--- config.mk ---
export PLATFORM = sky130hd
export DESIGN_NAME = fan_tach_measure_fault
export DESIGN_NICKNAME = d
export VERILOG_FILES = /design/src/rtl/fan_tach_pkg.sv /design/src/rtl/rate_tick.sv /design/src/rtl/rise_detect.sv /design/src/rtl/fan_tach_measure_fault.sv
export SDC_FILE = /design/constraint.sdc
export NUM_CORES = 1
export LEC_CHECK = 0
export BUFFER_PORTS_ARGS = -buffer_cell sky130_fd_sc_hd__buf_2
export CAP_MARGIN = 20
export CELL_PAD_IN_SITES_DETAIL_PLACEMENT = 0
export CELL_PAD_IN_SITES_GLOBAL_PLACEMENT = 1
export CORE_AREA = 2 2 155 218
export DETAILED_ROUTE_END_ITERATION = 8
export DIE_AREA = 0 0 157 220
export PLACE_DENSITY = 0.48
export SKIP_CTS_REPAIR_TIMING = 1
export SLEW_MARGIN = 15
export SYNTH_ARGS = -nofsm -noshare
export SYNTH_HDL_FRONTEND = slang
export SYNTH_SLANG_ARGS = --single-unit
--- constraint.sdc ---
create_clock -name clk_sys -period 15.36 [get_ports clk_sys]
set_input_delay 3.072 -clock clk_sys [delete_from_list [all_inputs] [get_ports clk_sys]]
set_output_delay 3.072 -clock clk_sys [all_outputs]
set_load 0.02 [all_outputs]
--- src/rtl/fan_tach_pkg.sv ---
// ************************************************************
// constants and carriers for the fan tach block
// ************************************************************
package fan_tach_pkg;

  // clock and oscillator timing
  localparam int CLK_HZ         = 50000000;
  localparam int OSC_HZ         = 11250;
  localparam int OSC_DIV_CYCLES = CLK_HZ / OSC_HZ;
  localparam int SPINUP_MS      = 2000;
  localparam int SPINUP_CYCLES  = SPINUP_MS * (CLK_HZ / 1000);

  // register indices; byte address is four times the index
  localparam logic [7:0] IDX_CFG1   = 8'h00;
  localparam logic [7:0] IDX_CFG2   = 8'h01;
  localparam logic [7:0] IDX_STAT1  = 8'h02;
  localparam logic [7:0] IDX_STAT2  = 8'h03;
  localparam logic [7:0] IDX_TEST   = 8'h07;
  localparam logic [7:0] IDX_SPEED  = 8'h08;
  localparam logic [7:0] IDX_LIMIT  = 8'h10;
  localparam logic [7:0] IDX_CHAR   = 8'h20;
  localparam logic [7:0] IDX_SET    = 8'h22;
  localparam logic [7:0] IDX_FILTER = 8'h23;
  localparam logic [7:0] IDX_LRAMP  = 8'h24;
  localparam logic [7:0] IDX_RRAMP  = 8'h25;
  localparam logic [7:0] IDX_PART   = 8'h3D;
  localparam logic [7:0] IDX_MAKER  = 8'h3E;
  localparam logic [7:0] IDX_REV    = 8'h3F;

  // reset values
  localparam logic [7:0] RST_CFG1   = 8'h90;
  localparam logic [7:0] RST_CFG2   = 8'h7F;
  localparam logic [7:0] RST_SPEED  = 8'h00;
  localparam logic [7:0] RST_LIMIT  = 8'hFF;
  localparam logic [7:0] RST_CHAR   = 8'h5D;
  localparam logic [7:0] RST_SET    = 8'h55;
  localparam logic [7:0] RST_FILTER = 8'h55;
  localparam logic [7:0] RST_LRAMP  = 8'h41;
  localparam logic [7:0] RST_RRAMP  = 8'h61;

  // field positions
  localparam int CFG1_MONITOR = 0;
  localparam int CFG1_INT_EN  = 1;
  localparam int CFG1_INVERT  = 3;
  localparam int CFG1_FAULTEN = 4;
  localparam int CFG2_MEASURE = 2;
  localparam int STAT1_FAN    = 1;
  localparam int CHAR_RANGE   = 6;
  localparam int REV_LINK     = 7;

  // measurement and fault figures
  localparam logic [7:0] COUNT_MAX  = 8'hFF;
  localparam logic [2:0] FAIL_LIMIT = 3'h5;
  localparam logic [3:0] PWM_LAST   = 4'hE;

  typedef enum logic [3:0] {
    M_IDLE  = 4'h1,
    M_SYNC  = 4'h2,
    M_ARM   = 4'h4,
    M_COUNT = 4'h8
  } measState_type;

  typedef struct packed {
    logic        psel;
    logic        penable;
    logic        pwrite;
    logic [7:0]  paddr;
    logic [31:0] pwdata;
  } apbReq_type;

  typedef struct packed {
    logic        pready;
    logic        pslverr;
    logic [31:0] prdata;
  } apbRsp_type;

endpackage

--- src/rtl/rate_tick.sv ---
`timescale 1ns/1ps
// ************************************************************
// oscillator tick and speed range prescaler
// ************************************************************
module rate_tick
  import fan_tach_pkg::*;
#(
  parameter int BASE_DIV = OSC_DIV_CYCLES
) (
  input  wire logic       clk_sys,
  input  wire logic       sys_rst,
  input  wire logic [1:0] rangeSel,
  output logic            baseTick,
  output logic            rangeTick
);
  localparam int DW = $clog2(BASE_DIV);

  logic [DW-1:0] div_q, div_d;
  logic [2:0]    pre_q, pre_d;
  logic          base_q, base_d;
  logic          rng_q, rng_d;
  logic [2:0]    rangeMask;

  // N = 1, 2, 4, 8 keeps every Nth oscillator tick
  assign rangeMask = 3'((4'h1 << rangeSel) - 4'h1);

  // next divider and prescaler state
  always_comb begin
    div_d  = div_q + DW'(1);
    pre_d  = pre_q;
    base_d = 1'b0;
    rng_d  = 1'b0;
    if (div_q == DW'(BASE_DIV - 1)) begin
      div_d  = '0;
      base_d = 1'b1;
      pre_d  = pre_q + 3'h1;
      rng_d  = ((pre_q & rangeMask) == rangeMask);
    end
  end

  always_ff @(posedge clk_sys or posedge sys_rst) begin
    if (sys_rst) begin
      div_q  <= '0;
      pre_q  <= 3'h0;
      base_q <= 1'b0;
      rng_q  <= 1'b0;
    end else begin
      div_q  <= div_d;
      pre_q  <= pre_d;
      base_q <= base_d;
      rng_q  <= rng_d;
    end
  end

  assign baseTick  = base_q;
  assign rangeTick = rng_q;
endmodule

--- src/rtl/rise_detect.sv ---
`timescale 1ns/1ps
// ************************************************************
// rising edge detect, one lane per bit
// ************************************************************
module rise_detect #(
  parameter int WIDTH = 2
) (
  input  wire logic             clk_sys,
  input  wire logic             sys_rst,
  input  wire logic [WIDTH-1:0] level,
  output logic      [WIDTH-1:0] rise
);
  logic [WIDTH-1:0] prev_q;

  // reset to one so a line already high at start gives no edge
  for (genvar i = 0; i < WIDTH; i++) begin : g_bit
    always_ff @(posedge clk_sys or posedge sys_rst) begin
      if (sys_rst) begin
        prev_q[i] <= 1'b1;
      end else begin
        prev_q[i] <= level[i];
      end
    end
    assign rise[i] = level[i] & ~prev_q[i];
  end
endmodule

--- src/rtl/fan_tach_measure_fault.sv ---
// Chosen here: the APB interface to the registers.
`timescale 1ns/1ps
// ************************************************************
// fan speed measurement, limit check and fault signalling
// ************************************************************
// How it works
// - period measured by gating the oscillator tick into eight-bit counter
// - with measure bit set, each PWM drive rise restarts the measurement
// - count from second tach rise to fourth, or until overrange
// - measurement repeats while enabled; each result loads the reading
// - range bits pick divide by one, two, four or eight
// - invert bit makes the pin high for full-on drive
// - fault pin active low, open drain, enable bit set after reset
// - fault pin asserts only after five consecutive failures
// - failure only when count is strictly above the high limit
// - stalled fan reads the maximum count 0xFF unless a PWM drive rise restarts the count first
// - each failure raises the interrupt and the fan flag
// - reading status clears the interrupt output
// - each failure drives full-on for the spin-up time
// - measuring goes on while the fault pin is asserted
// - a passing result releases the fault pin, normal drive resumes
// - fixed read-only part and maker identifier registers
// - revision in low four bits, bit seven the alarm link enable
// - monitor bit enables measuring, clear after reset
// - high limit register read/write, all ones after reset
module fan_tach_measure_fault
  import fan_tach_pkg::*;
#(
  parameter int         OSC_DIV     = OSC_DIV_CYCLES,
  parameter int         SPIN_CYCLES = SPINUP_CYCLES,
  parameter logic [7:0] PART_ID     = 8'hA5, // arbitrary value
  parameter logic [7:0] MAKER_ID    = 8'h5A, // arbitrary value
  parameter logic [3:0] REVISION    = 4'h1   // arbitrary value
) (
  input  wire logic       clk_sys,
  input  wire logic       sys_rst,
  input  wire apbReq_type apbReq,
  output apbRsp_type      apbRsp,
  input  wire logic       speed_sense_in,
  output logic            pwmOut,
  output logic            intN,
  input  wire logic       faultIn,
  output logic            faultOut,
  output logic            faultOeN
);
  localparam int SW = $clog2(SPIN_CYCLES + 1);

  // ************************************************************
  // declarations
  // ************************************************************
  apbRsp_type    rsp_q, rsp_d;
  logic [7:0]    cfg1_q, cfg1_d, cfg2_q, cfg2_d;
  logic [7:0]    limit_q, limit_d, char_q, char_d;
  logic [7:0]    set_q, set_d, filter_q, filter_d;
  logic [7:0]    lramp_q, lramp_d, rramp_q, rramp_d;
  logic [7:0]    speed_q, speed_d;
  logic          link_q, link_d;
  logic          fanFlag_q, fanFlag_d, intPend_q, intPend_d;
  measState_type measState_q, measState_d;
  logic [7:0]    measCnt_q, measCnt_d;
  logic          half_q, half_d;
  logic [2:0]    failCnt_q, failCnt_d;
  logic [SW-1:0] spinCnt_q, spinCnt_d;
  logic [3:0]    pwmStep_q, pwmStep_d;
  logic          pwmOn_q, pwmOn_d;
  logic          pwmOut_q, pwmOut_d, intN_q, intN_d;
  logic          faultOeN_q, faultOeN_d, faultOut_q;
  logic [7:0]    regIdx, rdVal;
  logic          hit, access, commit, wrEn, readStat;
  logic          baseTick, rangeTick, tachRise, pwmRise;
  logic          measureOn, measDone, fail, spinning;
  logic [7:0]    measValue;

  // ************************************************************
  // helpers
  // ************************************************************
  rate_tick #(
    .BASE_DIV (OSC_DIV)
  ) u_rate (
    .clk_sys   (clk_sys),
    .sys_rst   (sys_rst),
    .rangeSel  (char_q[CHAR_RANGE +: 2]),
    .baseTick  (baseTick),
    .rangeTick (rangeTick)
  );

  rise_detect #(
    .WIDTH (2)
  ) u_rise (
    .clk_sys (clk_sys),
    .sys_rst (sys_rst),
    .level   ({pwmOn_q, speed_sense_in}),
    .rise    ({pwmRise, tachRise})
  );

  // ************************************************************
  // register bus
  // ************************************************************
  // one wait state: pready follows the first access cycle
  assign regIdx   = {2'b00, apbReq.paddr[7:2]};
  assign access   = apbReq.psel & apbReq.penable & ~rsp_q.pready;
  assign commit   = apbReq.psel & apbReq.penable & rsp_q.pready;
  assign wrEn     = commit & apbReq.pwrite & ~rsp_q.pslverr;
  assign readStat = commit & ~apbReq.pwrite & ~rsp_q.pslverr &
                    (regIdx == IDX_STAT1 || regIdx == IDX_STAT2);

  // read mux; the factory test slot reads zero and ignores writes
  always_comb begin
    rdVal = 8'h00;
    hit   = 1'b1;
    case (regIdx)
      IDX_CFG1:   rdVal = cfg1_q;
      IDX_CFG2:   rdVal = cfg2_q;
      IDX_STAT1:  rdVal = {6'h00, fanFlag_q, 1'b0};
      IDX_STAT2:  rdVal = 8'h00;
      IDX_TEST:   rdVal = 8'h00;
      IDX_SPEED:  rdVal = speed_q;
      IDX_LIMIT:  rdVal = limit_q;
      IDX_CHAR:   rdVal = char_q;
      IDX_SET:    rdVal = set_q;
      IDX_FILTER: rdVal = filter_q;
      IDX_LRAMP:  rdVal = lramp_q;
      IDX_RRAMP:  rdVal = rramp_q;
      IDX_PART:   rdVal = PART_ID;
      IDX_MAKER:  rdVal = MAKER_ID;
      IDX_REV:    rdVal = {link_q, 3'b000, REVISION};
      default:    hit = 1'b0;
    endcase
    if (apbReq.paddr[1:0] != 2'b00) begin
      hit = 1'b0;
    end
  end

  // answer latched in the access cycle, held until the next one
  always_comb begin
    rsp_d        = rsp_q;
    rsp_d.pready = access;
    if (access) begin
      rsp_d.prdata  = {24'h000000, rdVal};
      rsp_d.pslverr = ~hit;
    end
  end

  always_ff @(posedge clk_sys or posedge sys_rst) begin
    if (sys_rst) begin
      rsp_q <= '0;
    end else begin
      rsp_q <= rsp_d;
    end
  end

  // ************************************************************
  // software registers
  // ************************************************************
  // a finished measurement beats a software write of the reading
  always_comb begin
    cfg1_d   = cfg1_q;
    cfg2_d   = cfg2_q;
    limit_d  = limit_q;
    char_d   = char_q;
    set_d    = set_q;
    filter_d = filter_q;
    lramp_d  = lramp_q;
    rramp_d  = rramp_q;
    link_d   = link_q;
    speed_d  = speed_q;
    if (wrEn) begin
      case (regIdx)
        IDX_CFG1:   cfg1_d   = apbReq.pwdata[7:0];
        IDX_CFG2:   cfg2_d   = apbReq.pwdata[7:0];
        IDX_SPEED:  speed_d  = apbReq.pwdata[7:0];
        IDX_LIMIT:  limit_d  = apbReq.pwdata[7:0];
        IDX_CHAR:   char_d   = apbReq.pwdata[7:0];
        IDX_SET:    set_d    = apbReq.pwdata[7:0];
        IDX_FILTER: filter_d = apbReq.pwdata[7:0];
        IDX_LRAMP:  lramp_d  = apbReq.pwdata[7:0];
        IDX_RRAMP:  rramp_d  = apbReq.pwdata[7:0];
        IDX_REV:    link_d   = apbReq.pwdata[REV_LINK];
        default:    link_d   = link_q;
      endcase
    end
    if (measDone) begin
      speed_d = measValue;
    end
  end

  always_ff @(posedge clk_sys or posedge sys_rst) begin
    if (sys_rst) begin
      cfg1_q   <= RST_CFG1;
      cfg2_q   <= RST_CFG2;
      limit_q  <= RST_LIMIT;
      char_q   <= RST_CHAR;
      set_q    <= RST_SET;
      filter_q <= RST_FILTER;
      lramp_q  <= RST_LRAMP;
      rramp_q  <= RST_RRAMP;
      link_q   <= 1'b0;
      speed_q  <= RST_SPEED;
    end else begin
      cfg1_q   <= cfg1_d;
      cfg2_q   <= cfg2_d;
      limit_q  <= limit_d;
      char_q   <= char_d;
      set_q    <= set_d;
      filter_q <= filter_d;
      lramp_q  <= lramp_d;
      rramp_q  <= rramp_d;
      link_q   <= link_d;
      speed_q  <= speed_d;
    end
  end

  // ************************************************************
  // period measurement
  // ************************************************************
  assign measureOn = cfg1_q[CFG1_MONITOR] & cfg2_q[CFG2_MEASURE];

  // overrange is checked before the tach edges, so a stall ends a cycle unless a PWM drive rise restarts it first
  always_comb begin
    measState_d = measState_q;
    measCnt_d   = measCnt_q;
    half_d      = half_q;
    measDone    = 1'b0;
    measValue   = measCnt_q;
    if (!measureOn) begin
      measState_d = M_IDLE;
    end else if (pwmRise || measState_q == M_IDLE) begin
      measState_d = M_SYNC;
      measCnt_d   = 8'h00;
      half_d      = 1'b0;
    end else if (rangeTick && measCnt_q == COUNT_MAX) begin
      measDone    = 1'b1;
      measValue   = COUNT_MAX;
      measState_d = M_SYNC;
      measCnt_d   = 8'h00;
      half_d      = 1'b0;
    end else begin
      if (rangeTick) begin
        measCnt_d = measCnt_q + 8'h01;
      end
      case (measState_q)
        M_SYNC: begin
          if (tachRise) begin
            measState_d = M_ARM;
          end
        end
        M_ARM: begin
          if (tachRise) begin
            measState_d = M_COUNT;
            measCnt_d   = 8'h00;
          end
        end
        M_COUNT: begin
          if (tachRise && half_q) begin
            measDone    = 1'b1;
            measState_d = M_SYNC;
            measCnt_d   = 8'h00;
            half_d      = 1'b0;
          end else if (tachRise) begin
            half_d = 1'b1;
          end
        end
        default: measState_d = M_IDLE;
      endcase
    end
  end

  always_ff @(posedge clk_sys or posedge sys_rst) begin
    if (sys_rst) begin
      measState_q <= M_IDLE;
      measCnt_q   <= 8'h00;
      half_q      <= 1'b0;
    end else begin
      measState_q <= measState_d;
      measCnt_q   <= measCnt_d;
      half_q      <= half_d;
    end
  end

  // ************************************************************
  // failure handling and drive
  // ************************************************************
  // measuring never stops on a fault, so flags keep rising
  assign fail     = measDone && (measValue > limit_q);
  assign spinning = (spinCnt_q != '0);

  always_comb begin
    failCnt_d = failCnt_q;
    if (measDone && fail && failCnt_q != FAIL_LIMIT) begin
      failCnt_d = failCnt_q + 3'h1;
    end else if (measDone && !fail) begin
      failCnt_d = 3'h0;
    end
    spinCnt_d = spinning ? spinCnt_q - SW'(1) : spinCnt_q;
    if (fail) begin
      spinCnt_d = SW'(SPIN_CYCLES);
    end
    // set wins over the read that clears
    fanFlag_d = fail | (fanFlag_q & ~(readStat &&
                regIdx == IDX_STAT1));
    intPend_d = fail | (intPend_q & ~readStat);
    // pwm steps through fifteen slots on the base oscillator tick
    pwmStep_d = pwmStep_q;
    if (baseTick) begin
      pwmStep_d = (pwmStep_q == PWM_LAST) ? 4'h0 : pwmStep_q + 4'h1;
    end
    pwmOn_d    = spinning | (pwmStep_q < set_q[3:0]);
    pwmOut_d   = cfg1_q[CFG1_INVERT] ? pwmOn_q : ~pwmOn_q;
    intN_d     = ~(intPend_q & cfg1_q[CFG1_INT_EN]);
    faultOeN_d = ~((failCnt_q == FAIL_LIMIT) &
                 cfg1_q[CFG1_FAULTEN]);
  end

  always_ff @(posedge clk_sys or posedge sys_rst) begin
    if (sys_rst) begin
      failCnt_q  <= 3'h0;
      spinCnt_q  <= '0;
      fanFlag_q  <= 1'b0;
      intPend_q  <= 1'b0;
      pwmStep_q  <= 4'h0;
      pwmOn_q    <= 1'b0;
      pwmOut_q   <= 1'b1;
      intN_q     <= 1'b1;
      faultOeN_q <= 1'b1;
      faultOut_q <= 1'b0;
    end else begin
      failCnt_q  <= failCnt_d;
      spinCnt_q  <= spinCnt_d;
      fanFlag_q  <= fanFlag_d;
      intPend_q  <= intPend_d;
      pwmStep_q  <= pwmStep_d;
      pwmOn_q    <= pwmOn_d;
      pwmOut_q   <= pwmOut_d;
      intN_q     <= intN_d;
      faultOeN_q <= faultOeN_d;
      faultOut_q <= 1'b0; // open drain only ever pulls low
    end
  end

  assign apbRsp   = rsp_q;
  assign pwmOut   = pwmOut_q;
  assign intN     = intN_q;
  assign faultOut = faultOut_q;
  assign faultOeN = faultOeN_q;
endmodule

After elaboration in Yosys (flattened, before gate mapping):

Cells that the tools add are included.

* bitwise operators: 30
* reductions and logical operators: 32
* order comparisons: 2
* add/subtract/negate cells: 7
* eq/ne operators: 27
* shift operators: 1
* muxes and demuxes: 41

Operator list (count)
* 8-bit one-hot mux with 13 select lines: 1
* 8-bit two-way mux: 11
* 27-bit two-way mux: 2
* 6-bit == test, second input constant: 8
* 4-bit two-way mux: 7
* 27-bit nonzero test: 1
* 27-bit by 1-bit subtractor with 27-bit output, second input constant: 1
* 2-bit AND reduction: 10
* 8-bit one-hot mux with 2 select lines: 1
* 1-bit bitwise AND: 15
* 1-bit two-way mux: 15
* 5-bit != test, second input constant: 3
* 15-bit OR reduction: 1
* 13-bit by 1-bit adder with 13-bit output, second input constant: 1
* 13-bit == test, second input constant: 1
* 13-bit two-way mux: 1
* 6-bit by 2-bit == test with 1-bit output, second input constant: 2
* 4-bit one-hot mux with 3 select lines: 1
* 1-bit NOT: 11
* 2-bit nonzero test: 5
* 8-bit by 1-bit adder with 8-bit output, second input constant: 1
* 4-bit == test, second input constant: 2
* 8-bit == test, second input constant: 1
* 8-bit > comparator: 1
* 25 further kinds: 37

* bits of input ports: 47
* logic and storage cells: 171
* output and inout bits: 38
* bits in registers: 156

Depth between registers and ports, before layout:

* word-level depth: 13
* gate-level depth with buffers: 12
* depth with buffers taken out: 11

Hierarchy:

Synthesis repeated with hierarchy kept, for this count alone.

* cell total of the unflattened synthesis: 736
* area, all modules: 7910.1 um^2

By module, submodules not included
* fan_tach_measure_fault: area an instance 6980.4 um^2, cells each 657, instances 1, sequential area each 3452.1 um^2
* rate_tick: area an instance 845.8 um^2, cells each 74, instances 1, sequential area each 450.4 um^2
* rise_detect: area an instance 83.8 um^2, cells each 5, instances 1, sequential area each 52.6 um^2

Least setup slack after synthesis:

Ideal clock, no wire load.

* path kind: in2reg
* start: input apbReq[38] (netlist bit)
* end: register speed_q[1]
* path buffers: 2
* data required time: 15.235 ns
* stages: 7
* slack: 10.616 ns
* library setup time: 0.125 ns
* data arrival time: 4.619 ns
* cell sequence: clkbuf_1 -> nor2_1 -> and3_1 -> buf_2 -> nand2_1 -> mux2_2 -> mux2_2

* word-level cells in the longest chain between the ends: 3

Ends and longest elaborated chain
* start, declared: RTL line fan_tach_measure_fault.sv:37 `input wire apbReq_type apbReq,`
* 6-bit by 4-bit == test with 1-bit output: RTL line fan_tach_measure_fault.sv:168 `case (regIdx)`
* 2-bit nonzero test (no line)
* 2-bit AND reduction (no line)
* end signal, assigned: RTL line fan_tach_measure_fault.sv:209 `speed_q <= speed_d;`
* end, declared: RTL line fan_tach_measure_fault.sv:56 `logic [7:0] speed_q, speed_d;`

Every way passes these cells.
A chain may end at the register's enable or synchronous reset.

Final worst setup path:

* start: input apbReq[39] (netlist bit)
* end: register cfg2_q[7]

* word-level cells in the longest chain between the ends: 2

Ends and longest elaborated chain
* 6-bit by 1-bit == test with 1-bit output: RTL line fan_tach_measure_fault.sv:168
* 2-bit AND reduction (no line)
* end signal, assigned: RTL line fan_tach_measure_fault.sv:201 `cfg2_q <= cfg2_d;`
* end, declared: RTL line fan_tach_measure_fault.sv:52 `logic [7:0] cfg1_q, cfg1_d, cfg2_q, cfg2_d;`

Every way passes these cells.

==> run_results.csv <==
group,metric,value,unit
setup_path,crit_fanout,11,
route,num_vias,5584,
setup_path,r2r_start,"measState_q[0]",
clock_tree,numClockSinks,156,
setup_path,worstPathArrival,5.35,ns
logic_synthesis,yosysTopAreaCell,"dfrtp_1",
logic_synthesis,ys_async_sr_fraction,100,%
route,wl,21.1,mm
route,drc,0,
setup_path,startpoint,"apbReq[39]",
logic_synthesis,ys_ff_latch,156,
floorplanning,rows,79,
power,cellLeakagePower,3.82,nW
sta,max_freq,0.199,GHz
worst_hold_path,hp-start,"intPend_q",
worst_hold_path,worst_hold_path_type,"reg -> reg",
clock_tree,clk_pin_slew,0.07,ns
logic_synthesis,synth_top_cell_area_share,35.8,%
route,vias_per_cell,4.58,
sta,relSlewSlack,39.0,%
setup_path,critical_path_class,"in -> reg",
floorplanning,ioPinCount,85,
logic_synthesis,synth_edf_count,0,
clock_tree,clkLatencyLatePin,0.44,ns
logic_synthesis,synthXorXnorAreaFrac,4.14,%
placement,dp_hpwl,14.6,mm
logic_synthesis,netlist_instances,735,
logic_synthesis,syn_area_per_cell,10.9,sq um
power,ir_worst_vdd,0.0000578,V
power,power_density,99.6,mW/mm^2
global_routing,grt_pass1_vias,5748,
global_routing,grt_pass1_wl,33.8,mm
logic_synthesis,seq_area_frac_synth,49.2,%
logic_synthesis,ys_top_cells_by_area,"dfrtp_1, dfstp_2, mux2_2",
cells_and_area,synthToLayoutAreaGrowth,14.0,%
floorplanning,dieArea,0.0345,sq mm
cells_and_area,fin_nets,825,
placement,port_buffers,34,
sta,worst_pin_slew,0.911,ns
sta,slew_violations,0,
logic_synthesis,yosys_warnings,0,
sta,worst_hold_slack,0.393,ns
logic_synthesis,synth_compound_area_share,11.1,%
cells_and_area,n_fill_cell,3442,
route,dr.pass1.iters,4,
global_routing,grt_max_degree,90,
sta,rsz0062_at_grt,"false",
cells_and_area,drive_gt1_share,25.5,%
clock_tree,clockBufferDepth,2,
floorplanning,start_util,24.6,%
logic_synthesis,syn-cell-area,0.00804,sq mm
setup_path,cp-start-kind,"input pin",
route,ant_nets,0,
status,status,"finished, final reports clean",
sta,setup_viol,0,
flow_run,max-cap-violations,0,
floorplanning,die_y,220,um
logic_synthesis,synthFlopType,"dfrtp_1",
clock_tree,ctsHtreeMaxLevel,4,
clock_tree,clock-root-buffer,"clkbuf_16",
logic_synthesis,yosys.area_share.adder,2.64,%
placement,place_congestion,0.693,
clock_tree,cts_buffers,17,
setup_path,critPathCaptureType,"flip-flop",
route,drt_iter0_markers,242,
sta,finalHoldViolations,0,
setup_path,required,15.69,ns
cells_and_area,antenna_cells,0,
clock_tree,cts_tree,"yes",
logic_synthesis,yosys.area_share.simple,16.7,%
route,avgRoutedWirePerCell,17.3,um
floorplanning,die_w,157,um
sta,setup_tns,0,ns
logic_synthesis,synth.mux.area_fraction,11.2,%
global_routing,track_usage,13.1,%
sta,period_share,32.7,%
sta,finClkSkew,0.00849,ns
logic_synthesis,synth_top_family_by_area,"simple AND/OR/NAND/NOR gates",
global_routing,grt_remaining_overflow,0,
global_routing,grt_antenna_before_repair,1,
floorplanning,core,0.0327,sq mm
logic_synthesis,ys_types,71,
sta,min_period,5.02,ns
## cell families after synthesis
logic type,after synthesis
AOI/OAI and AO/OA,129
buffers and inverters,74
DFF,156
adders and majority gates,17
other,1
and+or+nand+nor,239
xor gates and xnor gates,38
muxes,81
## per-stage QoR
| step | total power [mW] | worst slack, ns | utilization [%] | cell area [sq um] | std cells |
|---|---|---|---|---|---|
| after floorplan | 0.461 | 8.15 | - | 8130 | 759 |
| after global placement | 0.474 | 9.74 | 26.2 | 8560 | 1187 |
| after detailed placement | 0.474 | 9.80 | 26.2 | 8560 | 1187 |
| after CTS | 0.932 | 10.28 | 28.0 | 9170 | 1219 |
| after global routing | 0.951 | 10.21 | 28.0 | 9170 | 1219 |
| final | 0.913 | 10.34 | 28.0 | 9170 | 1219 |
## registers in the layout, indices dropped and copies added, names as in the netlist, 2 cells and up
name and count:
set_q 8, apbRsp 10, measCnt_q 8, char_q 8, lramp_q 8, u_rate.pre_q 3
measState_q 4, spinCnt_q 27, speed_q 8, filter_q 8, u_rate.div_q 13, cfg2_q 8
rramp_q 8, failCnt_q 3, cfg1_q 8, limit_q 8, u_rise.prev_q 2, pwmStep_q 4
## metal layers
metal	wire, um	GRT usage, %
met5	11	0
met4	462	5.08
met3	724	2.52
met2	11100	23.5
met1	8780	15.2
## final timing paths
kind                                    to  slack, ns  cells after the start
max                              cfg2_q[7]      10.34                      5
min                                   intN       0.39                      1
max reg2reg                  spinCnt_q[20]      11.90                     10
min reg2reg                           intN       0.39                      1
max in group asynchronous        cfg1_q[6]      11.15                      3
min in group asynchronous  u_rate.div_q[5]       2.79                      2
## synth_stat cells (all sizes together), types with 3 or more instances
cell type,instances
dfrtp,115
mux2,71
nor2,56
nand2,49
dfstp,41
buf,36
a22oi,31
nand3,27
o21ai,27
xor2,22
inv,21
nor3,19
a21oi,17
clkbuf,17
ha,17
o211ai,16
xnor2,16
nand4,12
and3,10
mux2i,10
nor4,10
nor2b,9
nand2b,8
and4,7
and2,6
o22a,5
nand3b,4
nor3b,4
or4,4
a21o,3
a221oi,3
a22o,3
a31oi,3
nor4b,3
o21a,3
o31ai,3
## power breakdown
| part | total, mW | leakage (nW) | internal (mW) | switching (mW) |
|---|---|---|---|---|
| Clock | 0.448 | 0.298 | 0.266 | 0.182 |
| Combinational | 0.0450 | 1.65 | 0.0112 | 0.0339 |
| Sequential | 0.420 | 1.87 | 0.417 | 0.00343 |
| Total | 0.913 | 3.82 | 0.694 | 0.219 |
## cells in the final DEF, fill, tap and decap left out, drive strengths merged, types with 6 or more instances in the layout
cell type	instances
a21oi	17
a22oi	31
and2	6
and3	10
and4	7
buf	36
clkbuf	20
conb	25
dfrtp	115
dfstp	41
ha	17
inv	25
mux2	71
mux2i	10
nand2	49
nand2b	8
nand3	27
nand4	12
nor2	56
nor2b	9
nor3	19
nor4	10
o211ai	16
o21ai	27
xnor2	16
xor2	22
## layout make-up
class / count / area (sq um) / share of cell area (%)
repair buffers: 36 / 185 / 2.02
clock buffers: 20 / 457 / 4.98
well taps: 445 / 557 / 6.07
inverters: 21 / 83.8 / 0.914
multi-input cells: 529 / 3780 / 41.2
flip-flops and latches: 156 / 3960 / 43.1
clock inverters: 12 / 159 / 1.73
## worst max-delay path, stage by stage
cell     delay, ns
buf_2         0.19
nor4_1        0.72
and2_1        0.52
nand2_1       0.45
mux2_2        0.40
No activity file was read; power rests on OpenSTA's default activity.
